===== config.mk =====
export PLATFORM = sky130hd
export DESIGN_NAME = mdfs_ctrl
export DESIGN_NICKNAME = d
export VERILOG_FILES = /design/src/mdfs_pkg.sv /design/src/mdfs_ocp_qual.sv /design/src/mdfs_ctrl.sv
export SDC_FILE = /design/constraint.sdc
export NUM_CORES = 1
export LEC_CHECK = 0
export BUFFER_PORTS_ARGS = -buffer_cell sky130_fd_sc_hd__buf_2
export CAP_MARGIN = 40
export CORE_ASPECT_RATIO = 1.1
export CORE_MARGIN = 2
export CORE_UTILIZATION = 40
export CTS_CLUSTER_DIAMETER = 150
export DETAILED_ROUTE_END_ITERATION = 7
export PLACE_DENSITY = 0.52
export SETUP_SLACK_MARGIN = 0.05
export SLEW_MARGIN = 0
export SYNTH_ARGS = -nofsm -noshare
export SYNTH_HDL_FRONTEND = slang
export SYNTH_SLANG_ARGS = --single-unit

===== constraint.sdc =====
create_clock -name CLOCK -period 5 [get_ports CLOCK]
set_input_delay 0.25 -clock CLOCK [delete_from_list [all_inputs] [get_ports CLOCK]]
set_output_delay 0.25 -clock CLOCK [all_outputs]
set_load 0.01 [all_outputs]

===== src/mdfs_pkg.sv =====
/*
 * Package for the motor driver fault and sleep controller: timing
 * constants, power state codes and the carrier structs.
 * Assumes a single 50 MHz clock domain.
 */
package mdfs_pkg;
    // ==========================================================
    // Timing
    localparam int CLK_MHZ = 50;
    localparam int PULSE_MIN_US = 20;
    localparam int PULSE_MAX_US = 40;
    localparam int SHUT_MAX_US = 120;
    localparam int SLEEP_ENTRY_DELAY_US = 120;
    localparam int WAKE_DELAY_US = 1000;
    localparam int OVERCURRENT_QUALIFY_TIME_US = 2;
    localparam int CNT_W = 16;
    localparam logic [CNT_W-1:0] PULSE_MIN_CYC = CNT_W'(PULSE_MIN_US * CLK_MHZ);
    localparam logic [CNT_W-1:0] PULSE_MAX_CYC = CNT_W'(PULSE_MAX_US * CLK_MHZ);
    localparam logic [CNT_W-1:0] SLEEP_ENTRY_CYC = CNT_W'(SLEEP_ENTRY_DELAY_US * CLK_MHZ);
    localparam logic [CNT_W-1:0] WAKE_CYC = CNT_W'(WAKE_DELAY_US * CLK_MHZ);
    localparam logic [CNT_W-1:0] OCP_CYC = CNT_W'(OVERCURRENT_QUALIFY_TIME_US * CLK_MHZ);
    localparam logic [CNT_W-1:0] CNT_ZERO = 16'h0000;
    localparam logic [CNT_W-1:0] CNT_ONE = 16'h0001;
    localparam logic [CNT_W-1:0] CNT_MAX = 16'hFFFF;

    // ==========================================================
    // Power states
    typedef enum logic [1:0] {
        PS_ASLEEP = 2'b00,
        PS_WAKING = 2'b01,
        PS_ACTIVE = 2'b10
    } mdfs_pwr_t;

    // Per-bridge control inputs and drive outputs
    typedef struct packed {
        logic in_one;
        logic in_two;
    } mdfs_bridge_in_t;

    typedef struct packed {
        logic out1;
        logic out2;
        logic oe1_n;
        logic oe2_n;
    } mdfs_bridge_out_t;

    // Analog monitor flags
    typedef struct packed {
        logic supply_low_lockout;
        logic pump_low_lockout;
        logic overtemp_hot;
        logic overtemp_cool;
    } mdfs_mon_t;
endpackage


===== src/mdfs_ocp_qual.sv =====
/*
 * Overcurrent qualifier for one H-bridge: latches a trip once the
 * current limit has persisted longer than the qualification time.
 * Assumes the limit flag is synchronous to CLOCK.
 */
`timescale 1ns/1ps
`default_nettype none
module mdfs_ocp_qual (
    // Clock and reset
    input wire logic clk,
    input wire logic rst,
    // Control
    input wire logic limit,
    input wire logic clear,
    // Status
    output logic trip
);
    typedef struct packed {
        logic [mdfs_pkg::CNT_W-1:0] cnt;
        logic trip;
    } mdfs_ocp_st_t;

    mdfs_ocp_st_t st;
    mdfs_ocp_st_t next_st;

    always_comb begin
        next_st = st;
        if (limit) begin
            if (st.cnt != mdfs_pkg::CNT_MAX) begin
                next_st.cnt = st.cnt + mdfs_pkg::CNT_ONE;
            end
        end else begin
            next_st.cnt = mdfs_pkg::CNT_ZERO;
        end
        // Clear first, so a new qualified trip in the same cycle wins
        if (clear) begin
            next_st.trip = 1'b0;
        end
        if (limit && st.cnt >= mdfs_pkg::OCP_CYC) begin
            next_st.trip = 1'b1;
        end
    end

    always_ff @(posedge clk or posedge rst) begin
        if (rst) begin
            st <= '0;
        end else begin
            st <= next_st;
        end
    end

    assign trip = st.trip;
endmodule
`default_nettype wire


===== src/mdfs_ctrl.sv =====
/*
 * Fault protection and sleep/wake sequencing for a dual H-bridge
 * motor driver.
 * Assumes all inputs synchronous to CLOCK; analog comparators supply
 * the monitor flags; the pads resolve open-drain and tri-state pins.
 */
`timescale 1ns/1ps
`default_nettype none
module mdfs_ctrl (
    // Clock and reset
    input wire logic CLOCK,
    input wire logic SYS_RST,
    // Sleep control from the external controller
    input wire logic SLEEP_IN_N,
    // Bridge control inputs, A then B
    input wire mdfs_pkg::mdfs_bridge_in_t BRIDGE_A_IN,
    input wire mdfs_pkg::mdfs_bridge_in_t BRIDGE_B_IN,
    // Analog monitors
    input wire mdfs_pkg::mdfs_mon_t MONITOR,
    input wire logic MOTOR_SUPPLY_PRESENT,
    input wire logic [1:0] OVERCURRENT_LIMIT,
    // Bridge drive
    output mdfs_pkg::mdfs_bridge_out_t BRIDGE_A_OUT,
    output mdfs_pkg::mdfs_bridge_out_t BRIDGE_B_OUT,
    // Power control
    output logic CHARGE_PUMP_EN,
    output logic LOGIC_LDO_EN,
    // Open-drain fault output, enable low while pulling low
    output logic FAULT_OUT_N,
    output logic FAULT_OE_N,
    // Status
    output logic ACTIVE
);
    typedef struct packed {
        mdfs_pkg::mdfs_pwr_t pwr;
        logic [mdfs_pkg::CNT_W-1:0] low_cnt;
        logic [mdfs_pkg::CNT_W-1:0] wake_cnt;
        logic sleep_prev_n;
        logic overtemp_trip;
        mdfs_pkg::mdfs_bridge_out_t a_out;
        mdfs_pkg::mdfs_bridge_out_t b_out;
        logic pump_en;
        logic ldo_en;
        logic fault_n;
    } mdfs_state_t;

    mdfs_state_t st;
    mdfs_state_t next_st;
    logic [1:0] ocp_trip;
    logic fault_clear;
    logic any_fault;
    logic bridges_ok;

    // Drive map shared by both bridges; disabled means both legs high-Z
    function automatic mdfs_pkg::mdfs_bridge_out_t drive(
        input mdfs_pkg::mdfs_bridge_in_t in_pins,
        input logic enable
    );
        mdfs_pkg::mdfs_bridge_out_t o;
        o.out1 = enable & in_pins.in_one;
        o.out2 = enable & in_pins.in_two;
        o.oe1_n = ~enable;
        o.oe2_n = ~enable;
        return o;
    endfunction

    // ==========================================================
    // Reset pulse decode
    // A low period above 20 us ending before the sleep-entry delay
    // clears latched faults; above that the device is asleep anyway
    // and the clear still applies (40-120 us case resolved as a clear; the device stays awake).
    assign fault_clear = SLEEP_IN_N && !st.sleep_prev_n
        && st.low_cnt > mdfs_pkg::PULSE_MIN_CYC;

    // Per-bridge overcurrent qualifiers, cleared only by the pulse
    genvar gi;
    generate
        for (gi = 0; gi < 2; gi++) begin : g_ocp
            mdfs_ocp_qual u_ocp (
                .clk(CLOCK),
                .rst(SYS_RST),
                .limit(OVERCURRENT_LIMIT[gi]),
                .clear(fault_clear),
                .trip(ocp_trip[gi])
            );
        end
    endgenerate

    // ==========================================================
    // Fault aggregation
    assign any_fault = MONITOR.supply_low_lockout
        | MONITOR.pump_low_lockout
        | st.overtemp_trip
        | (|ocp_trip);

    // Global bridge permission; overcurrent gates per bridge below
    assign bridges_ok = (st.pwr == mdfs_pkg::PS_ACTIVE)
        && !MONITOR.supply_low_lockout
        && !MONITOR.pump_low_lockout
        && !st.overtemp_trip;

    always_comb begin
        next_st = st;
        next_st.sleep_prev_n = SLEEP_IN_N;

        // Time the low period in clock cycles (20 ns resolution)
        if (!SLEEP_IN_N) begin
            if (st.low_cnt != mdfs_pkg::CNT_MAX) begin
                next_st.low_cnt = st.low_cnt + mdfs_pkg::CNT_ONE;
            end
        end else begin
            next_st.low_cnt = mdfs_pkg::CNT_ZERO;
        end

        // Over-temperature latch: set wins, clear needs hysteresis cool
        if (fault_clear && MONITOR.overtemp_cool) begin
            next_st.overtemp_trip = 1'b0;
        end
        if (MONITOR.overtemp_hot) begin
            next_st.overtemp_trip = 1'b1;
        end

        unique case (st.pwr)
            mdfs_pkg::PS_ASLEEP: begin
                next_st.wake_cnt = mdfs_pkg::CNT_ZERO;
                if (SLEEP_IN_N && MOTOR_SUPPLY_PRESENT) begin
                    next_st.pwr = mdfs_pkg::PS_WAKING;
                end
            end
            mdfs_pkg::PS_WAKING: begin
                if (!SLEEP_IN_N || !MOTOR_SUPPLY_PRESENT) begin
                    next_st.pwr = mdfs_pkg::PS_ASLEEP;
                end else if (st.wake_cnt >= mdfs_pkg::WAKE_CYC
                        && !MONITOR.supply_low_lockout) begin
                    next_st.pwr = mdfs_pkg::PS_ACTIVE;
                end else if (st.wake_cnt != mdfs_pkg::CNT_MAX) begin
                    // Saturate so a long lockout during wake cannot wrap the count
                    next_st.wake_cnt = st.wake_cnt + mdfs_pkg::CNT_ONE;
                end
            end
            mdfs_pkg::PS_ACTIVE: begin
                // A short reset pulse keeps the device awake
                if (!MOTOR_SUPPLY_PRESENT) begin
                    next_st.pwr = mdfs_pkg::PS_ASLEEP;
                end else if (!SLEEP_IN_N
                        && st.low_cnt >= mdfs_pkg::SLEEP_ENTRY_CYC) begin
                    next_st.pwr = mdfs_pkg::PS_ASLEEP;
                end
            end
            default: begin
                next_st.pwr = mdfs_pkg::PS_ASLEEP;
            end
        endcase

        // Bridge outputs go high-Z whenever the sleep input is low
        next_st.a_out = drive(BRIDGE_A_IN,
            bridges_ok && SLEEP_IN_N && !ocp_trip[0]);
        next_st.b_out = drive(BRIDGE_B_IN,
            bridges_ok && SLEEP_IN_N && !ocp_trip[1]);

        // Pump runs through pump undervoltage and overcurrent
        next_st.pump_en = (st.pwr != mdfs_pkg::PS_ASLEEP)
            && !MONITOR.supply_low_lockout
            && !st.overtemp_trip;
        next_st.ldo_en = (st.pwr != mdfs_pkg::PS_ASLEEP)
            && MOTOR_SUPPLY_PRESENT;
        next_st.fault_n = ~any_fault;
    end

    always_ff @(posedge CLOCK or posedge SYS_RST) begin
        if (SYS_RST) begin
            st.pwr <= mdfs_pkg::PS_ASLEEP;
            st.low_cnt <= mdfs_pkg::CNT_ZERO;
            st.wake_cnt <= mdfs_pkg::CNT_ZERO;
            st.sleep_prev_n <= 1'b0;
            st.overtemp_trip <= 1'b0;
            st.a_out <= 4'h3;
            st.b_out <= 4'h3;
            st.pump_en <= 1'b0;
            st.ldo_en <= 1'b0;
            st.fault_n <= 1'b1;
        end else begin
            st <= next_st;
        end
    end

    // ==========================================================
    // Outputs
    assign BRIDGE_A_OUT = st.a_out;
    assign BRIDGE_B_OUT = st.b_out;
    assign CHARGE_PUMP_EN = st.pump_en;
    assign LOGIC_LDO_EN = st.ldo_en;
    // Open drain: only ever drive low, release otherwise
    assign FAULT_OUT_N = 1'b0;
    assign FAULT_OE_N = st.fault_n;
    assign ACTIVE = (st.pwr == mdfs_pkg::PS_ACTIVE);
endmodule
`default_nettype wire


==> results by group, run 1 <==
STA
  – Max Slew Vio Count: 0
  – Fin crit period: 2300 ps
  – Final TNS setup: 0 ps
  – Final period util: 0.461
  – RSZ-0062 raised after global routing: false
  – Actual slew at the worst max-slew pin: 803 ps
  – Setup Skew: 8.68 ps
  – Hold Violations, Final: 0
  – Tightest slew margin relative to the limit: 0.460
  – # setup viols final: 0
  – Max frequency: 434 MHz

Floorplanning
  – Die width: 103 µm
  – Starting Density: 0.413
  – Vert. Die Dim: 113 µm
  – DIE AREA: 11600 µm²
  – IO Pins: 27
  – CORE AREA: 10400 µm²
  – Core Rows: 39

Worst hold path
  – Hold Crit Start: MONITOR[3]
  – Worst Hold Endpoint: CHARGE_PUMP_EN$_DFF_PP0_
  – Hold Path Cell Cnt: 2
  – HP Class: in2reg

Setup path
  – R2r startpoint: st[46]$_DFFE_PP0P_
  – Worst EP arrival: 2520 ps
  – WS Path Type: reg2reg
  – Worst path cell trace: nand3b_1 -> o21bai_1 -> nor2_1 -> nand2_1 -> o311a_1
  – CP delay by family, top: simple AND/OR/NAND/NOR gates
  – Critical path's slowest cell: nor2_1
  – Worst path bufs/invs: 0
  – Crit path required time: 5220 ps
  – Reg2reg end: st[15]$_DFFE_PP0P_
  – Worst reg-to-reg path cell count: 5
  – CP peak stage delay: 600 ps
  – Worst R2R Setup Slack: 2700 ps
  – Crit. End Element: register
  – Startpoint types: register
  – Stages on the worst setup path: 5
  – Crit-path max FO: 15

Synthesis
  – Area leader, netlist: dfrtp_1
  – Syn Nets: 495
  – Sequential fraction of the synthesis area: 0.459
  – Synth Instances: 473
  – Post-synth top area share: 0.441
  – Top post-synthesis cells by area: dfrtp_1, xnor2_1, nor2_1, nand2_1, a21oi_1
  – Post-Syn Area: 4310 µm²
  – Post-synth EDFFs: 0
  – Syn Area/Cell: 9.12 µm²
  – Synth unique cells: 49
  – Synth Flop Type: dfrtp_1
  – FFs w/ async S/R, synth: 1.00
  – Flops & latches, synth: 79
  – Yosys synthesis warning count: 0

Final layout
  – Final net count: 510
  – Register area: 1980 µm²
  – Multi-input logic area: 2130 µm²
  – Commonest non-fill, non-tap cells in the layout: dfrtp_1, nor2_1, nand2_1
  – Diodes inserted: 0
  – Layout cell share with drive strength beyond 1: 0.116
  – Fill cells: 1030
  – Most common cell after layout, fill and taps aside: dfrtp_1
  – Area Overhead vs Synth: 13.2%

Placement
  – Port-buffer cells: 25
  – RD Place Congestion: 0.797
  – HPWL Detailed: 6420 µm

Drt
  – DRC viols: 0
  – Iter 0 DRT Violations: 118
  – Post-route ant nets: 0
  – Vias per inst: 5.48
  – WL per Instance: 14.7 µm
  – Routed WL: 9360 µm
  – TritonRoute pass-1 iters: 5
  – Vias: 3486

Power
  – Total power: 1.46 mW
  – PD cells: 300 nW/µm²
  – Leakage: 1.98 nW
  – Peak supply drop: 0.133 mV

Clock tree
  – Num CTS Buffers: 9
  – Post CTS Setup Buffer Count: 0
  – Worst skew pair latency: 340 ps
  – CTS Sinks: 79
  – Reg clk slew, reported paths: 60 ps
  – Resize count post-CTS: 0
  – Clock buffer depth: 2
  – CTS tree: built
  – Clk root buf: clkbuf_16
  – H-tree depth: 3

Run status
  – Status: complete, no violations

Global routing
  – Remaining Overflow, GRT: 0
  – Largest net degree at the start of global routing: 50
  – Number of global-route vias before repair: 3308
  – Initial antenna violation count: 0
  – Total Routing Usage GR: 0.176
  – First-pass GRT wire length: 16000 µm

Run
  – Max cap viols: 0
power breakdown:
part	leakage, nW	total (mW)	internal, mW	switching [mW]
registers	1.07	0.662	0.650	0.0123
clock network	0.169	0.744	0.492	0.252
logic	0.746	0.0591	0.0205	0.0386
registers in the layout, indices dropped and copies added, names as in the netlist:
signal / count
st: 36
FAULT_OE_N: 1
g_ocp.u_ocp.st: 32
g_ocp.u_ocp.trip: 2
BRIDGE_B_OUT: 3
CHARGE_PUMP_EN: 1
LOGIC_LDO_EN: 1
BRIDGE_A_OUT: 3
timing repair:
action                     4_1_cts  5_1_grt
hold buffers                     1        0
setup endpoints to repair        0        0
hold endpoints to repair         9        0
through the flow:
| stage | setup WS (ps) | instance area, µm² | utilization | instances | hold WS [ps] |
|---|---|---|---|---|---|
| 6_report | 2700 | 4880 | 0.467 | 636 | 96.6 |
| 5_1_grt | 2550 | 4880 | 0.467 | 636 | 81.6 |
| 4_1_cts | 2730 | 4880 | 0.467 | 636 | 84.1 |
| 3_5_place_dp | 2760 | 4530 | 0.433 | 619 | 364 |
| 3_3_place_gp | 2810 | 4500 | 0.431 | 618 | 424 |
| 2_1_floorplan | 2730 | 4310 | - | 473 | 281 |
metal layers:
layer / vias to the layer above / GRT usage / part of all wire
met3: 12 / 0.0377 / 0.040
met5: - / 0 / 0
li1: 1730 / - / -
met2: 84 / 0.259 / 0.46
met1: 1660 / 0.247 / 0.49
met4: 0 / 0.0798 / 0.017
area by class of cell:
| class | instances | share of cell area |
|---|---|---|
| multi-input combinational | 351 | 0.437 |
| inverter | 19 | 0.0149 |
| tap | 143 | 0.0367 |
| clock buffer | 14 | 0.0582 |
| timing repair buffer | 28 | 0.0349 |
| sequential | 79 | 0.406 |
| clock inverter | 2 | 0.0123 |
synthesized netlist by cell type (12+ instances only):
library cell  instances
dfrtp_1              76
nor2_1               56
nand2_1              38
xnor2_1              29
a21oi_1              26
nand3_1              22
inv_1                19
nand4_1              19
nor3_1               18
clkbuf_1             13
a211oi_1             12
and3_1               12
how the worst max path moves through the flow:
stage	from	endpoint	slack (ps)
2_1_floorplan	SYS_RST	BRIDGE_A_OUT[2]$_DFF_PP0_	2730
5_1_grt	st[46]$_DFFE_PP0P_	st[14]$_DFFE_PP0P_	2550
3_5_place_dp	st[46]$_DFFE_PP0P_	st[15]$_DFFE_PP0P_	2760
6_report	st[46]$_DFFE_PP0P_	st[15]$_DFFE_PP0P_	2700
3_3_place_gp	st[46]$_DFFE_PP0P_	st[14]$_DFFE_PP0P_	2810
4_1_cts	st[46]$_DFFE_PP0P_	st[15]$_DFFE_PP0P_	2730
cells by family after synthesis:
logic type / count (synthesis) / share of synthesized area
and+or+nand+nor: 225 / 0.276
AOI/OAI and AO/OA: 85 / 0.129
DFF: 79 / 0.459
buffers and inverters: 43 / 0.0459
xor gates and xnor gates: 29 / 0.0589
adders and majority gates: 8 / 0.0232
muxes: 3 / 0.00696
other: 1 / 0.000870
Note: power is estimated with default switching activity, not from simulation.
==> run 2, diff against run 1 <==
Clock period 5 ns to 2.3 ns, I/O delays scaled along.
==> run 2 against run 1 <==
  * Largest cell class unchanged
  * Design area up 0.97%
  * Fmax rose by 13%
  * Sequential cell count unchanged
  * Power grew 100%
  * Clock skew decreased by 3.0 ps
  * Utilization rose by 0.46 points
  * Largest power group is now sequential cells
  * Combinational power up 130%
  * Sequential share of layout area shrank 0.39 points
  * Non-clock buffer count increased by 14
  * Critical endpoint is now st[24]$_DFFE_PP0P_
  * Die area did not move
  * Setup slack lost 2400 ps
  * Via count is 1.1% higher
==> results by group, run 2 (synthesis results as in run 1) <==
Placement
  – RD Place Congestion: 0.852 (+6.9%)
  – HPWL Detailed: 6630 µm (+3.3%)
  – Port-buffer cells: 25 (unchanged)

Floorplanning
  – IO Pins: 27 (unchanged)
  – Starting Density: 0.413 (unchanged)
  – Vert. Die Dim: 113 µm (unchanged)
  – Die width: 103 µm (unchanged)
  – Core Rows: 39 (unchanged)
  – CORE AREA: 10400 µm² (unchanged)
  – DIE AREA: 11600 µm² (unchanged)

Power
  – Peak supply drop: 0.383 mV (+190%)
  – PD cells: 602 nW/µm² (+100%)
  – Total power: 2.97 mW (+100%)
  – Leakage: 2.02 nW (+1.6%)

STA
  – Setup Skew: 5.68 ps (-3.01 ps)
  – Tightest slew margin relative to the limit: 0.489 (+0.0292)
  – Actual slew at the worst max-slew pin: 767 ps (-36.4 ps)
  – Fin crit period: 2030 ps (-271 ps)
  – # setup viols final: 0 (unchanged)
  – Max Slew Vio Count: 0 (unchanged)
  – Final period util: 0.884 (+0.423)
  – Final TNS setup: 0 ps (unchanged)
  – RSZ-0062 raised after global routing: false
  – Hold Violations, Final: 0 (unchanged)
  – Max frequency: 492 MHz (+13%)

Setup path
  – Crit-path max FO: 7 (-8)
  – Crit. End Element: register
  – WS Path Type: reg2reg
  – Crit path required time: 2560 ps (-2660 ps)
  – Worst EP arrival: 2300 ps (-220 ps)
  – Startpoint types: register

Clock tree
  – Clock buffer depth: 2 (unchanged)
  – Hold_buf cts: 5 (+4)
  – H-tree depth: 3 (unchanged)
  – CTS Sinks: 79 (unchanged)
  – Post CTS Setup Buffer Count: 0 (unchanged)
  – CTS tree: built
  – Reg clk slew, reported paths: 60 ps (about the same)
  – Num CTS Buffers: 9 (unchanged)
  – Worst skew pair latency: 330 ps (about the same)
  – Resize count post-CTS: 0 (unchanged)
  – Clk root buf: clkbuf_16

Final layout
  – Diodes inserted: 0 (unchanged)
  – Fill cells: 1026 (-0.39%)
  – Core Util, Final: 0.472 (+0.00455)
  – Largest Register: st
  – Layout cell share with drive strength beyond 1: 0.128 (+0.0126)
  – Register area: 1980 µm² (unchanged)
  – Most common cell after layout, fill and taps aside: dfrtp_1
  – Final net count: 524 (+2.7%)
  – Multi-input logic area: 2130 µm² (unchanged)
  – Area Overhead vs Synth: 14.3%
  – Number of flip-flops in the largest register: 36 (unchanged)
  – Commonest non-fill, non-tap cells in the layout: dfrtp_1, nor2_1, nand2_1
  – Largest regs: st (36), g_ocp.u_ocp.st (32)

Global routing
  – Remaining Overflow, GRT: 0 (unchanged)
  – Number of global-route vias before repair: 3450 (+4.3%)
  – First-pass GRT wire length: 16500 µm (+3.1%)
  – Total Routing Usage GR: 0.177 (+0.00121)
  – Largest net degree at the start of global routing: 43 (-14%)
  – Initial antenna violation count: 0 (unchanged)

Drt
  – Post-route ant nets: 0 (unchanged)
  – DRC viols: 0 (unchanged)
  – TritonRoute pass-1 iters: 4 (-1)
  – Iter 0 DRT Violations: 86 (-27%)
  – WL per Instance: 14.7 µm (-0.28%)
  – Vias: 3524 (+1.1%)
  – Routed WL: 9540 µm (+1.9%)
  – Vias per inst: 5.42 (-1.1%)

Worst hold path
  – HP Class: in2reg

Run
  – Max cap viols: 0 (unchanged)

Run status
  – Status: complete, no violations
[run 2: cell count changes in the layout (fill, tap and decap cells not counted), sizes merged]
| cell | change |
|---|---|
| dlygate4sd3 | +4 |
| clkinv | +2 |
| bufinv | -1 |
| clkbuf | -2 |
| buf | +10 |
| clkinvlp | +1 |
[run 2: final timing paths]
check	start	end	slack [ps]	cells past startpoint
worst max-delay path	st[14]$_DFFE_PP0P_	st[24]$_DFFE_PP0P_	270	6
worst min-delay path	BRIDGE_A_IN[1]	BRIDGE_A_OUT[3]$_DFF_PP0_	50	2
max in group asynchronous	SYS_RST	BRIDGE_B_OUT[0]$_DFF_PP1_	1120	4
min in group asynchronous	SYS_RST	st[30]$_DFFE_PP0P_	430	3
worst max register to register	st[14]$_DFFE_PP0P_	st[24]$_DFFE_PP0P_	270	6
worst min register to register	g_ocp[0].u_ocp.trip$_DFFE_PP0P_	FAULT_OE_N$_DFF_PP1_	440	1
[run 2: routing by layer]
layer  share of wire  global-route usage
met5               0                   0
met4           0.015              0.0649
met3           0.028              0.0340
met2            0.47               0.280
met1            0.49               0.241
[run 2: final cells by class]
cell class	count	share of cell area
tap	143	0.0363
clock inverter	4	0.00965
multi-input combinational	351	0.433
clock buffer	12	0.0480
inverter	19	0.0147
sequential	79	0.402
timing repair buffer	42	0.0564
[run 2: power breakdown]
part	internal (mW)	switching [mW]
Clock	0.839	0.554
Combinational	0.0510	0.0853
Sequential	1.41	0.0266
[run 2: through the flow]
step	hold WS (ps)	area [µm²]	setup WS [ps]	cells
final	49.9	4930	268	650
after global routing	48.6	4930	128	650
after CTS	50.4	4930	282	650
after detailed placement	273	4590	309	629
after global placement	278	4590	331	629
after floorplan	146	4310	167	473
[run 2: worst max-delay path, stage by stage, from the launching register on]
cell and delay [ps]:
dfrtp_1 420, ha_1 250, nand4_1 170, nor4_2 110
or4_1 520, or4_1 400, nand3_1 90
